[src/design/sacc_defines.svh]
// Constants for the stand-alone audio clock configuration block
`ifndef SACC_DEFINES_SVH
`define SACC_DEFINES_SVH
`define SACC_WAIT_PERIODS 1045
`define SACC_RATIO_W 11
`define SACC_BASE_RATIO_00 11'h100
`define SACC_BASE_RATIO_01 11'h180
`define SACC_BASE_RATIO_10 11'h200
`define SACC_BASE_RATIO_11 11'h400
`define SACC_BCLK_PER_FRAME 64
`define SACC_BCLK_HALF_STEP 12'h080
`define SACC_HALF_BITS_PER_SIDE 6'h3F
`define SACC_SYNC_CYCLES 2'h2
`define SACC_MEAS_MAX 11'h7FF
`endif

[src/design/sacc_pkg.sv]
// Types for the stand-alone audio clock configuration block
`default_nettype none
package sacc_pkg;
  typedef enum logic [1:0] {
    SACC_SPEED_SINGLE = 2'h0,
    SACC_SPEED_DOUBLE = 2'h1,
    SACC_SPEED_QUAD = 2'h2
  } sacc_speed_t;

  typedef enum logic [1:0] {
    SACC_ST_SYNC = 2'h0,
    SACC_ST_WAIT = 2'h1,
    SACC_ST_RUN = 2'h2
  } sacc_state_t;

  typedef struct packed {
    logic active;
    logic master;
    logic [1:0] ratio_code;
    sacc_speed_t speed;
    logic deemph_44k;
    logic fast_rolloff;
  } sacc_cfg_t;
endpackage : sacc_pkg
`default_nettype wire

[src/design/sacc_top.sv]
// Stand-alone clock configuration, frame and bit clock generation
// Notes on behaviour
// - After reset release the block waits 1045 sample periods before entering stand-alone operation.
// - In master role the block drives frame and bit clocks, generated from master clock edges.
// - In master role the frame clock runs at the sample rate and the bit clock at 64 times it.
// - The role strap on the serial data output pin selects master when pulled up, slave when pulled down.
// - Sample rates fall into single, double and quad speed modes.
// - In master single speed the ratio pins select 256, 384, 512 or 1024 master clocks per frame.
// - Double speed halves and quad speed quarters those ratios, bit clock staying at 64 per frame.
// - In stand-alone operation the fast roll-off interpolation filter is always used.
// - In master role the speed pins select single, single with de-emphasis, double or quad speed.
// - In slave role speed is detected from the clocks and the low speed pin selects de-emphasis.
`timescale 1ns/1ps
`default_nettype none
`include "sacc_defines.svh"
module sacc_top #(
  parameter int WAIT_PERIODS = `SACC_WAIT_PERIODS
) (
  input wire logic sys_clk,
  input wire logic sys_rst,
  input wire logic mclk_pin,
  input wire logic ratio_select_hi,
  input wire logic ratio_select_lo,
  input wire logic speed_pin_hi,
  input wire logic speed_pin_lo,
  input wire logic frame_clock_i,
  output logic frame_clock_o,
  output logic frame_clock_oe,
  input wire logic bit_clock_i,
  output logic bit_clock_o,
  output logic bit_clock_oe,
  input wire logic serial_data_out_i,
  output logic serial_data_out_o,
  output logic serial_data_out_oe,
  input wire logic tx_data,
  output sacc_pkg::sacc_cfg_t cfg_ff
);
  // ==========================================================
  // Ratio lookup
  function automatic logic [`SACC_RATIO_W-1:0] ratio_of(input sacc_pkg::sacc_speed_t spd, input logic [1:0] code);
    logic [`SACC_RATIO_W-1:0] base;
    base = `SACC_BASE_RATIO_00;
    case (code)
      2'h0: base = `SACC_BASE_RATIO_00;
      2'h1: base = `SACC_BASE_RATIO_01;
      2'h2: base = `SACC_BASE_RATIO_10;
      default: base = `SACC_BASE_RATIO_11;
    endcase
    case (spd)
      sacc_pkg::SACC_SPEED_DOUBLE: ratio_of = base >> 1;
      sacc_pkg::SACC_SPEED_QUAD: ratio_of = base >> 2;
      default: ratio_of = base;
    endcase
  endfunction : ratio_of

  // ==========================================================
  // Input synchronisers
  localparam int NSYNC = 8;
  logic [NSYNC-1:0] sync1_ff;
  logic [NSYNC-1:0] sync2_ff;
  logic [2:0] prev_ff;
  always_ff @(posedge sys_clk or posedge sys_rst) begin
    if (sys_rst) begin
      sync1_ff <= '0;
      sync2_ff <= '0;
      prev_ff <= '0;
    end else begin
      sync1_ff <= {mclk_pin, frame_clock_i, bit_clock_i, serial_data_out_i,
                   ratio_select_hi, ratio_select_lo, speed_pin_hi, speed_pin_lo};
      sync2_ff <= sync1_ff;
      prev_ff <= sync2_ff[7:5];
    end
  end
  logic mclk_s;
  logic frame_s;
  logic strap_s;
  logic mclk_rise;
  logic mclk_edge;
  logic frame_rise;
  assign mclk_s = sync2_ff[7];
  assign frame_s = sync2_ff[6];
  assign strap_s = sync2_ff[4];
  assign mclk_rise = mclk_s & ~prev_ff[2];
  assign mclk_edge = mclk_s ^ prev_ff[2];
  assign frame_rise = frame_s & ~prev_ff[1];

  // ==========================================================
  // Startup sequencing
  sacc_pkg::sacc_state_t state_ff;
  logic [1:0] sync_cnt_ff;
  logic [15:0] wait_cnt_ff;
  logic [`SACC_RATIO_W-1:0] per_cnt_ff;
  logic [`SACC_RATIO_W-1:0] ratio_ff;
  logic [`SACC_RATIO_W-1:0] meas_ff;
  logic [`SACC_RATIO_W-1:0] meas_cnt_ff;
  logic strap_master_ff;
  logic [1:0] strap_ratio_ff;
  logic [1:0] strap_speed_ff;
  logic period_tick;
  logic wait_done;
  sacc_pkg::sacc_speed_t pin_speed;
  sacc_pkg::sacc_speed_t det_speed;

  assign pin_speed = strap_speed_ff[1] ? (strap_speed_ff[0] ? sacc_pkg::SACC_SPEED_QUAD : sacc_pkg::SACC_SPEED_DOUBLE)
                                       : sacc_pkg::SACC_SPEED_SINGLE;
  assign det_speed = (meas_ff == ratio_of(sacc_pkg::SACC_SPEED_SINGLE, strap_ratio_ff)) ? sacc_pkg::SACC_SPEED_SINGLE :
                     (meas_ff == ratio_of(sacc_pkg::SACC_SPEED_DOUBLE, strap_ratio_ff)) ? sacc_pkg::SACC_SPEED_DOUBLE :
                     sacc_pkg::SACC_SPEED_QUAD;
  // one sample period per master frame or incoming frame
  assign period_tick = strap_master_ff ? (mclk_rise && per_cnt_ff == ratio_ff - 1'b1) : frame_rise;
  assign wait_done = period_tick && wait_cnt_ff == 16'(WAIT_PERIODS - 1);

  always_ff @(posedge sys_clk or posedge sys_rst) begin
    if (sys_rst) begin
      state_ff <= sacc_pkg::SACC_ST_SYNC;
      sync_cnt_ff <= '0;
      wait_cnt_ff <= '0;
    end else begin
      case (state_ff)
        sacc_pkg::SACC_ST_SYNC: begin
          sync_cnt_ff <= sync_cnt_ff + 2'h1;
          if (sync_cnt_ff == `SACC_SYNC_CYCLES) begin
            state_ff <= sacc_pkg::SACC_ST_WAIT;
          end
        end
        sacc_pkg::SACC_ST_WAIT: begin
          if (wait_done) begin
            state_ff <= sacc_pkg::SACC_ST_RUN;
          end else if (period_tick) begin
            wait_cnt_ff <= wait_cnt_ff + 16'h0001;
          end
        end
        sacc_pkg::SACC_ST_RUN: state_ff <= sacc_pkg::SACC_ST_RUN;
        default: state_ff <= sacc_pkg::SACC_ST_SYNC;
      endcase
    end
  end

  always_ff @(posedge sys_clk or posedge sys_rst) begin
    if (sys_rst) begin
      strap_master_ff <= 1'b0;
      strap_ratio_ff <= 2'h0;
      strap_speed_ff <= 2'h0;
      ratio_ff <= `SACC_BASE_RATIO_00;
    end else if (state_ff == sacc_pkg::SACC_ST_SYNC && sync_cnt_ff == `SACC_SYNC_CYCLES) begin
      strap_master_ff <= strap_s;
      strap_ratio_ff <= sync2_ff[3:2];
      strap_speed_ff <= sync2_ff[1:0];
      ratio_ff <= ratio_of(sync2_ff[1] ? (sync2_ff[0] ? sacc_pkg::SACC_SPEED_QUAD : sacc_pkg::SACC_SPEED_DOUBLE)
                                       : sacc_pkg::SACC_SPEED_SINGLE, sync2_ff[3:2]);
    end
  end

  // Master period counter and slave ratio measurement
  always_ff @(posedge sys_clk or posedge sys_rst) begin
    if (sys_rst) begin
      per_cnt_ff <= '0;
      meas_cnt_ff <= '0;
      meas_ff <= '0;
    end else if (state_ff == sacc_pkg::SACC_ST_WAIT) begin
      if (mclk_rise) begin
        per_cnt_ff <= (per_cnt_ff == ratio_ff - 1'b1) ? '0 : per_cnt_ff + 1'b1;
      end
      if (frame_rise) begin
        meas_ff <= meas_cnt_ff;
        meas_cnt_ff <= mclk_rise ? 11'h001 : 11'h000;
      end else if (mclk_rise && meas_cnt_ff != `SACC_MEAS_MAX) begin
        meas_cnt_ff <= meas_cnt_ff + 1'b1;
      end
    end
  end

  // ==========================================================
  // Configuration outputs
  always_ff @(posedge sys_clk or posedge sys_rst) begin
    if (sys_rst) begin
      cfg_ff <= '0;
    end else if (state_ff == sacc_pkg::SACC_ST_WAIT && wait_done) begin
      cfg_ff.active <= 1'b1;
      cfg_ff.master <= strap_master_ff;
      cfg_ff.ratio_code <= strap_ratio_ff;
      cfg_ff.speed <= strap_master_ff ? pin_speed : det_speed;
      cfg_ff.deemph_44k <= strap_master_ff ? (strap_speed_ff == 2'h1) : strap_speed_ff[0];
      cfg_ff.fast_rolloff <= 1'b1;
    end
  end

  // ==========================================================
  // Master clock generation
  logic [11:0] acc_ff;
  logic [5:0] half_cnt_ff;
  logic [11:0] two_n;
  logic [11:0] acc_sum;
  logic gen_run;
  assign two_n = {ratio_ff, 1'b0};
  assign acc_sum = acc_ff + `SACC_BCLK_HALF_STEP;
  assign gen_run = cfg_ff.active && cfg_ff.master;

  // bit clock toggles 128 times per frame from mclk edges
  always_ff @(posedge sys_clk or posedge sys_rst) begin
    if (sys_rst) begin
      acc_ff <= '0;
      half_cnt_ff <= '0;
      bit_clock_o <= 1'b0;
      frame_clock_o <= 1'b0;
    end else if (gen_run && mclk_edge) begin
      if (acc_sum >= two_n) begin
        acc_ff <= acc_sum - two_n;
        bit_clock_o <= ~bit_clock_o;
        half_cnt_ff <= half_cnt_ff + 6'h01;
        // frame edge on a bit clock fall
        if (half_cnt_ff == `SACC_HALF_BITS_PER_SIDE) begin
          frame_clock_o <= ~frame_clock_o;
        end
      end else begin
        acc_ff <= acc_sum;
      end
    end
  end

  always_ff @(posedge sys_clk or posedge sys_rst) begin
    if (sys_rst) begin
      frame_clock_oe <= 1'b0;
      bit_clock_oe <= 1'b0;
      serial_data_out_oe <= 1'b0;
      serial_data_out_o <= 1'b0;
    end else begin
      frame_clock_oe <= gen_run;
      bit_clock_oe <= gen_run;
      serial_data_out_oe <= cfg_ff.active;
      serial_data_out_o <= cfg_ff.active & tx_data;
    end
  end
endmodule : sacc_top
`default_nettype wire

[config.mk]
export PLATFORM = sky130hd
export DESIGN_NAME = sacc_top
export DESIGN_NICKNAME = d
export VERILOG_FILES = /design/src/design/sacc_pkg.sv /design/src/design/sacc_top.sv
export VERILOG_INCLUDE_DIRS = /design/src /design/src/design
export SDC_FILE = /design/constraint.sdc
export NUM_CORES = 1
export LEC_CHECK = 0
export BUFFER_PORTS_ARGS = -buffer_cell sky130_fd_sc_hd__clkbuf_2
export CELL_PAD_IN_SITES_DETAIL_PLACEMENT = 1
export CELL_PAD_IN_SITES_GLOBAL_PLACEMENT = 1
export CORE_ASPECT_RATIO = 1.5
export CORE_MARGIN = 2
export CORE_UTILIZATION = 29
export DETAILED_ROUTE_END_ITERATION = 10
export PLACE_DENSITY_LB_ADDON = 0.1
export SYNTH_ARGS = -nofsm -noshare
export SYNTH_HDL_FRONTEND = slang
export SYNTH_SLANG_ARGS = --single-unit
export TNS_END_PERCENT = 100
[constraint.sdc]
create_clock -name sys_clk -period 10 [get_ports sys_clk]
set_clock_uncertainty 0.1 [all_clocks]
set_input_delay 2.5 -clock sys_clk [delete_from_list [all_inputs] [get_ports sys_clk]]
set_output_delay 2.5 -clock sys_clk [all_outputs]
set_load 0.02 [all_outputs]
# Yosys cells after proc, flatten, opt, wreduce, memory -nomap -nowiden
# Cells that the tools add are included.
[op_classes] addsub=8 bitwise=9 eq_ne=18 muxes=20 n_lt_le_gt_ge=1 n_reduce_logical=18
[op_table] operator="$pmux 11 s3" n=2
[op_table] operator="$mux 11" n=3
[op_table] operator="$add 11x1->11 const B" n=2
[op_table] operator="$eq 11x11->1" n=2
[op_table] operator="$pmux 11 s2" n=1
[op_table] operator="$mux 2" n=9
[op_table] operator="$add 16x1->16 const B" n=1
[op_table] operator="$eq 16x11->1 const B" n=1
[op_table] operator="$add 12x8->12 const B" n=1
[op_table] operator="$ge 12x12->1" n=1
[op_table] operator="$mux 12" n=1
[op_table] operator="$sub 12x12->12" n=1
[op_table] operator="$eq 11x10->1" n=1
[op_table] operator="$ne 11x11->1 const B" n=1
[op_table] operator="$sub 11x1->11 const B" n=1
[op_table] operator="$eq 2x1->1 const B" n=5
[op_table] operator="$eq 2x2->1 const B" n=5
[op_table] operator="$reduce_and 2->1" n=5
[op_table] operator="$logic_and 1x1->1" n=7
[op_table] operator="$add 6x1->6 const B" n=1
[op_table] operator="$eq 6x6->1 const B" n=1
[op_table] operator="$logic_not 2->1" n=3
[op_table] operator="$pmux 2 s3" n=1
[op_table] operator="$reduce_and 3->1" n=2
[op_table] operator="7 further kinds" n=16
[totals] elab_cells=99 reg_bits=118

# Logic depth before layout (Yosys ltp)
# Gate-level depths: netlist of run 1.
[logic_depth] depth_word=7 depth_mapped=12

# Worst setup path after synthesis of run 1
# Ideal clock, no wire load.
[synth_path] path_type="flip-flop to output port" start="register, netlist name cfg_ff[0]" end="output cfg_ff[7] in the netlist's numbering" arrival_time_ps=657 path_slack_ps=6743 path_stages_with_launch=2 n_path_buf=1 cell_sequence="dfrtp_1 buf_4"
[synth_lines] item="end, declared" line_no="sacc_top.sv:36" text="output sacc_pkg::sacc_cfg_t cfg_ff"

# Worst setup path in the final report of run 1
[layout_path] start="register cfg_ff[0] in the netlist's numbering" end="output cfg_ff[0] in the netlist's numbering"
# No word-level cell between the ends.

==> results.cfg, run 1 <==
[status]
status = finished, final reports clean

[clocking]
postCtsSetupBuffers = 0
clk_latency_ns = 0.36
root_buffer = clkbuf_16
cts_made_buffers = 9
cts_resized = 0
cts_tree = yes
clkTransAtPathRegs_ns = 0.08
cts.sinks = 104
cts.path.max_buffers = 2
htreeDepth = 3
hold_buffers = 0

[logic_synthesis]
seq_area_frac_synth = 0.518
yosys.area_share.simple = 0.205
netlist_top_cells_count = 103 x dfrtp_1, 86 x nand2_1, 34 x nor2_1
synth_top_family_by_area = simple AND/OR/NAND/NOR gates
syn_inst = 509
synth_edf_count = 0
synthesis.nets = 539
synth_area_leaders = dfrtp_1 51%, nand2_1 6.4%, xnor2_1 5.4%, ha_1 4.5%, o21ai_0 3.2%
synthXorXnorAreaFrac = 0.0836
synthFlopType = dfrtp_1
synth.area.mux_share = 0.0174
ys_types = 51
syn_area_per_cell_sq_um = 9.87
synthAdderAreaFrac = 0.0488
synthMostInstantiatedCell = dfrtp_1
synth-compound-area-share = 0.0939
yosysWarnings = 0
synth_top_area_cell = dfrtp_1
async_flop_share = 1.00
yosysTopAreaCellShare = 0.513
synth_area_sq_um = 5030
ys_seq_elements = 104

[worst_setup_path]
crit_type = register to output pin
end_kind = output pin
cp_top_family = flip-flops
crit_chain = clkbuf_2
cp_slowest_stage_delay_ns = 0.40
arrival_ns = 0.95
critPathRequiredTime_ns = 7.40
worstPathMaxFanout = 6
slowest_stage = dfrtp_1
crit_buf_inv = 1
startpoint_type = register

[placed_design]
post-place-ws_ns = 5.92
gp_congestion = 0.690
hpwl_mm = 8.43
port_buffers = 23

[power_and_ir_drop]
switching_share = 0.282
leakagePower_nw = 2.57
power_frac_comb = 0.100
clkPwrFrac = 0.393
power_density_nw_per_um2 = 169
p_int_uw = 688
ir_worst_vdd_v = 0.0000701
pwr-share-seq = 0.507
switching_power_uw = 271

[sta]
min_period_over_period = 0.355
min_period_ns = 3.55
setup-violations-final = 0
relSlewSlack = 0.412
tns_ns = 0
hold_ws_ns = 0.251
finalMaxSlewViolations = 0
rsz0062_at_grt = no
worst_slew_pin_slew_ns = 0.880
hold_violations = 0
max_freq_ghz = 0.282
finalWorstSetupSlack_ns = 6.45

[die]
num_rows = 59
core_area_sq_um = 17200
die-area_sq_um = 18400
ios = 25
die_w_um = 111
die_h_um = 165
start_util = 0.292

[global_routing]
grt_max_degree = 66
grt_pass1_wl_mm = 19.6
grtUsageTotal = 0.135
antenna_found_initial = 0
grt_pass1_vias = 3869
grt-ovfl-total = 0

[drt]
avgViaCountPerCell = 4.86
wl_per_cell_um = 15.5
antenna_left = 0
drt-initial-drc-count = 116
routed_wl_mm = 11.6
drc = 0
num_vias = 3632
drt_pass1_iterations = 4

[finish]
area_delta_synth_final_pct = 12.7
fillCellCount = 1975
post-route-util = 0.329
nNetsFinal = 559
antenna_cells = 0
drive_above_1_share = 0.109

[job]
cap_viol_max_count = 0

[min_path]
hold_path_class = register to register
[layout by cell type, fill, tap and decap left out, types with 2 or more instances in the layout]
master,count
a31oi_1,7
o21ai_0,32
a21oi_1,13
mux2i_1,2
nor2_1,34
nand4_1,17
or3_1,5
clkbuf_16,9
nand2b_1,3
a21o_1,3
and3_1,8
o221ai_1,2
nor2b_1,6
nor4_1,2
a31o_2,2
inv_1,24
a2111oi_0,2
clkbuf_2,23
o41ai_1,2
and2_1,8
o21a_1,2
nand2_1,86
o211ai_1,2
xor2_1,17
nand3_1,17
and4_1,2
nor4b_1,2
mux2_2,6
or2_2,2
buf_4,2
inv_6,4
xnor2_1,31
ha_1,18
dfrtp_1,103
nor3_1,14
[logic make-up (layout without fill, tap and decap cells)]
| group | Yosys count | count (layout) |
|---|---|---|
| AO/OA/AOI/OAI | 76 | 76 |
| AND/OR/NAND/NOR | 213 | 213 |
| multiplexers | 8 | 8 |
| flip-flops | 104 | 104 |
| XOR/XNOR | 48 | 48 |
| adder cells (fa/ha/maj) | 19 | 19 |
| buffers and inverters | 41 | 66 |
[power groups by stage]
| stage | clock network, mW | registers, mW | logic [mW] |
|---|---|---|---|
| 3_5_place_dp | 0 | 0.495 | 0.0979 |
| 2_1_floorplan | 0 | 0.482 | 0.0762 |
| 3_3_place_gp | 0 | 0.495 | 0.0946 |
| 6_report | 0.377 | 0.486 | 0.0958 |
| 4_1_cts | 0.394 | 0.487 | 0.0987 |
| 5_1_grt | 0.408 | 0.491 | 0.111 |
[final cells by class]
type / count / area [sq um] / area share
timing repair buffer: 25 / 130 / 0.0230
sequential: 104 / 2600 / 0.460
clock buffer: 9 / 225 / 0.0398
tap: 213 / 267 / 0.0471
inverter: 25 / 96.3 / 0.0170
multi-input combinational: 364 / 2260 / 0.399
clock inverter: 7 / 83.8 / 0.0148
[layer usage]
| layer | track usage | part of all wire | vias to the layer above |
|---|---|---|---|
| li1 | - | - | 1785 |
| met1 | 0.154 | 0.42 | 1805 |
| met2 | 0.252 | 0.55 | 30 |
| met3 | 0.0223 | 0.017 | 12 |
| met4 | 0.0522 | 0.016 | 0 |
| met5 | 0 | 0 | - |
[registers in the layout, summed over array words and instances, names as in the netlist, 2 cells and up]
signal	cells
wait_cnt_ff	16
meas_cnt_ff	11
meas_ff	11
per_cnt_ff	11
cfg_ff	7
sync1_ff	7
sync2_ff	7
acc_ff	6
half_cnt_ff	6
ratio_ff	6
prev_ff	2
state_ff	2
strap_ratio_ff	2
strap_speed_ff	2
sync_cnt_ff	2
[stage by stage]
step                total power, mW  std cells  instance area [sq um]
floorplan                     0.558        509                   5030
global placement              0.589        731                   5350
detailed placement            0.593        731                   5350
CTS                           0.980        747                   5660
global route                   1.01        747                   5660
finish                        0.959        747                   5660
[final timing paths]
| check | startpoint | endpoint | slack, ns | cells past startpoint |
|---|---|---|---|---|
| worst min-delay path | sync1_ff[6] | sync2_ff[6] | 0.25 | 0 |
| worst max-delay path | cfg_ff[0] | cfg_ff[0] | 6.45 | 1 |
| worst max register to register | ratio_ff[5] | wait_cnt_ff[13] | 6.72 | 9 |
| min in group asynchronous | sys_rst | wait_cnt_ff[7] | 2.07 | 2 |
| max in group asynchronous | sys_rst | acc_ff[9] | 6.46 | 3 |
| worst min register to register | sync1_ff[6] | sync2_ff[6] | 0.25 | 0 |
(Power assumes the default switching activity.)
==> run 2: changes to the inputs <==
- ABC_AREA: default -> 1
- clock period: 10 -> 3.58 ns (I/O delays scaled with it)
==> results.cfg, run 2 <==
[power_and_ir_drop]
clkPwrFrac = 0.365
switching_share = 0.282
power_frac_comb = 0.121
switching_power_uw = 727
leakagePower_nw = 2.86
power_density_nw_per_um2 = 433
p_int_mw = 1.85
pwr-share-seq = 0.514
ir_worst_vdd_v = 0.000178
p_total_mw = 2.58

[sta]
rsz0062_at_grt = no
min_period_ns = 2.71
relSlewSlack = 0.447
setup-violations-final = 0
finalMaxSlewViolations = 0
min_period_over_period = 0.758
tns_ns = 0
worst_slew_pin_slew_ns = 0.828
max_freq_ghz = 0.369
hold_violations = 0

[logic_synthesis]
async_flop_share = 1.00
yosysWarnings = 0
synthMostInstantiatedCell = nand2_1
yosysTopAreaCellShare = 0.486
ys_seq_elements = 104
netlist_top_cells_count = 145 x nand2_1, 103 x dfrtp_1, 94 x inv_1
synthFlopType = dfrtp_1
seq_area_frac_synth = 0.491
synth_edf_count = 0
ys_types = 40
synth_area_sq_um = 5310
synth_area_leaders = dfrtp_1 49%, nand2_1 10%, inv_1 6.6%, o21ai_0 5.2%, xor2_1 5.0%
synthesis.nets = 657
syn_area_per_cell_sq_um = 8.46
synth_top_area_cell = dfrtp_1
syn_inst = 627

[finish]
area_delta_synth_final_pct = 12.2
regArea_sq_um = 2600
top_register = wait_cnt_ff
multi_input_area_sq_um = 2280
antenna_cells = 0
drive_above_1_share = 0.0881
final_cell_mix = 145 x nand2_1, 103 x dfrtp_1, 93 x inv_1, 55 x o21ai_0, 37 x nand3_1
layout_commonest_cell = nand2_1
fillCellCount = 2104
nNetsFinal = 685
fin_cells = 875
largest_reg_flops = 16

[worst_setup_path]
crit_buf_inv = 2
slowest_stage = dfrtp_1
timing.rr.start = acc_ff[7]
startpoint_type = register
reg2regPathDepth = 13
crit_type = register to register
r2r_slack_ns = 0.87
cp_slowest_stage_delay_ns = 0.41
crit_top_cell = nand3_1
crit_chain = ha_1 > nand3_1 > xor2_1 > inv_1 > ha_1 > nand2_1 > inv_1 > nand4_1 > nand3_1 > nand2_2 > nor2_1 > nand3_1 > xor2_1
worstPathMaxFanout = 9
cp_top_family = simple AND/OR/NAND/NOR gates
end_kind = register
r2r-end = half_cnt_ff[4]
arrival_ns = 2.85
critPathRequiredTime_ns = 3.72
cp.depth = 13

[job]
cap_viol_max_count = 0

[drt]
avgViaCountPerCell = 4.70
drt-initial-drc-count = 97
antenna_left = 0
routed_wl_mm = 12.8
wl_per_cell_um = 14.6
num_vias = 4113
drc = 0
drt_pass1_iterations = 5

[die]
die_w_um = 114
core_area_sq_um = 17900
num_rows = 60
die-area_sq_um = 19400
ios = 25
start_util = 0.296
die_h_um = 170

[placed_design]
port_buffers = 23
place_inst = 861
hpwl_mm = 9.84
gp_congestion = 0.796

[clocking]
root_buffer = clkbuf_16
clkTransAtPathRegs_ns = 0.07
cts_resized = 0
htreeDepth = 3
cts.sinks = 104
cts_made_buffers = 9
cts.path.max_buffers = 2
clk_latency_ns = 0.35
hold_buffers = 0
cts_tree = yes
postCtsSetupBuffers = 0

[global_routing]
grt_max_degree = 40
grtUsageTotal = 0.146
grt_pass1_vias = 4580
grt-ovfl-total = 0
antenna_found_initial = 0
grt_pass1_wl_mm = 22.4

[min_path]
hold-path-cell-count = 0
min_to = sync2_ff[4]
min_from = sync1_ff[4]
hold_path_class = register to register

[status]
status = finished, final reports clean
## run 2: cell count changes after synthesis, moves of 8 or more
cell	delta
inv_1	+69
clkbuf_1	-10
xnor2_1	-24
and2_1	-8
nand2_1	+59
o21ai_0	+23
and3_1	-8
nand3_1	+20
xor2_1	+13
## run 2: logic make-up after synthesis
logic type	count (synthesis)	share of synthesized area
DFF	104	0.491
AOI/OAI and AO/OA	93	0.0964
adders and majority gates	19	0.0462
xor gates and xnor gates	37	0.0611
buffers and inverters	104	0.0788
and+or+nand+nor	270	0.227
## run 2: worst reg2reg max path: cells and delay by family (launching register included)
family / cells / cell delay (ns)
XOR/XNOR: 2 / 0.35
adder cells (fa/ha/maj): 2 / 0.56
buffers and inverters: 2 / 0.15
flip-flops: 1 / 0.41
AND/OR/NAND/NOR: 7 / 1.03
## run 2: worst max path at each step
stage | from | to | slack [ns]
2_1_floorplan | acc_ff[7] | half_cnt_ff[4] | 1.20
3_3_place_gp | acc_ff[7] | half_cnt_ff[4] | 0.88
3_5_place_dp | acc_ff[7] | half_cnt_ff[4] | 0.81
4_1_cts | acc_ff[7] | half_cnt_ff[4] | 0.80
5_1_grt | acc_ff[7] | half_cnt_ff[4] | 0.55
6_report | acc_ff[7] | half_cnt_ff[4] | 0.87
## run 2: power by group through the flow
stage | clock [mW] | sequential (mW) | combinational [mW]
final | 0.941 | 1.33 | 0.313
after global routing | 1.02 | 1.34 | 0.377
after CTS | 0.982 | 1.33 | 0.329
after detailed placement | 0 | 1.35 | 0.326
after global placement | 0 | 1.34 | 0.318
after floorplan | 0 | 1.33 | 0.241
## run 2: final cells by class
| type | instances | area share |
|---|---|---|
| Sequential cell | 104 | 0.437 |
| Multi-Input combinational cell | 419 | 0.384 |
| Inverter | 95 | 0.0605 |
| Tap cell | 217 | 0.0456 |
| Clock buffer | 10 | 0.0401 |
| Timing Repair Buffer | 26 | 0.0273 |
| Clock inverter | 4 | 0.00546 |
## run 2: per-stage QoR
stage                     hold slack, ns   util  setup WS, ns  area, sq um
after floorplan                    0.231      -          1.20         5310
after global placement             0.233  0.317         0.877         5680
after detailed placement           0.236  0.317         0.806         5680
after CTS                          0.253  0.332         0.799         5950
after global routing               0.256  0.332         0.555         5950
final                              0.250  0.332         0.868         5950
## run 2: routing by layer
metal  vias to the layer above  routed length [um]  global-route usage
li1                       2071                   -                   -
met5                         -                   0                   0
met2                        17                7360               0.290
met1                      2015                5050               0.153
met3                        10                 178              0.0225
met4                         0                 163              0.0451
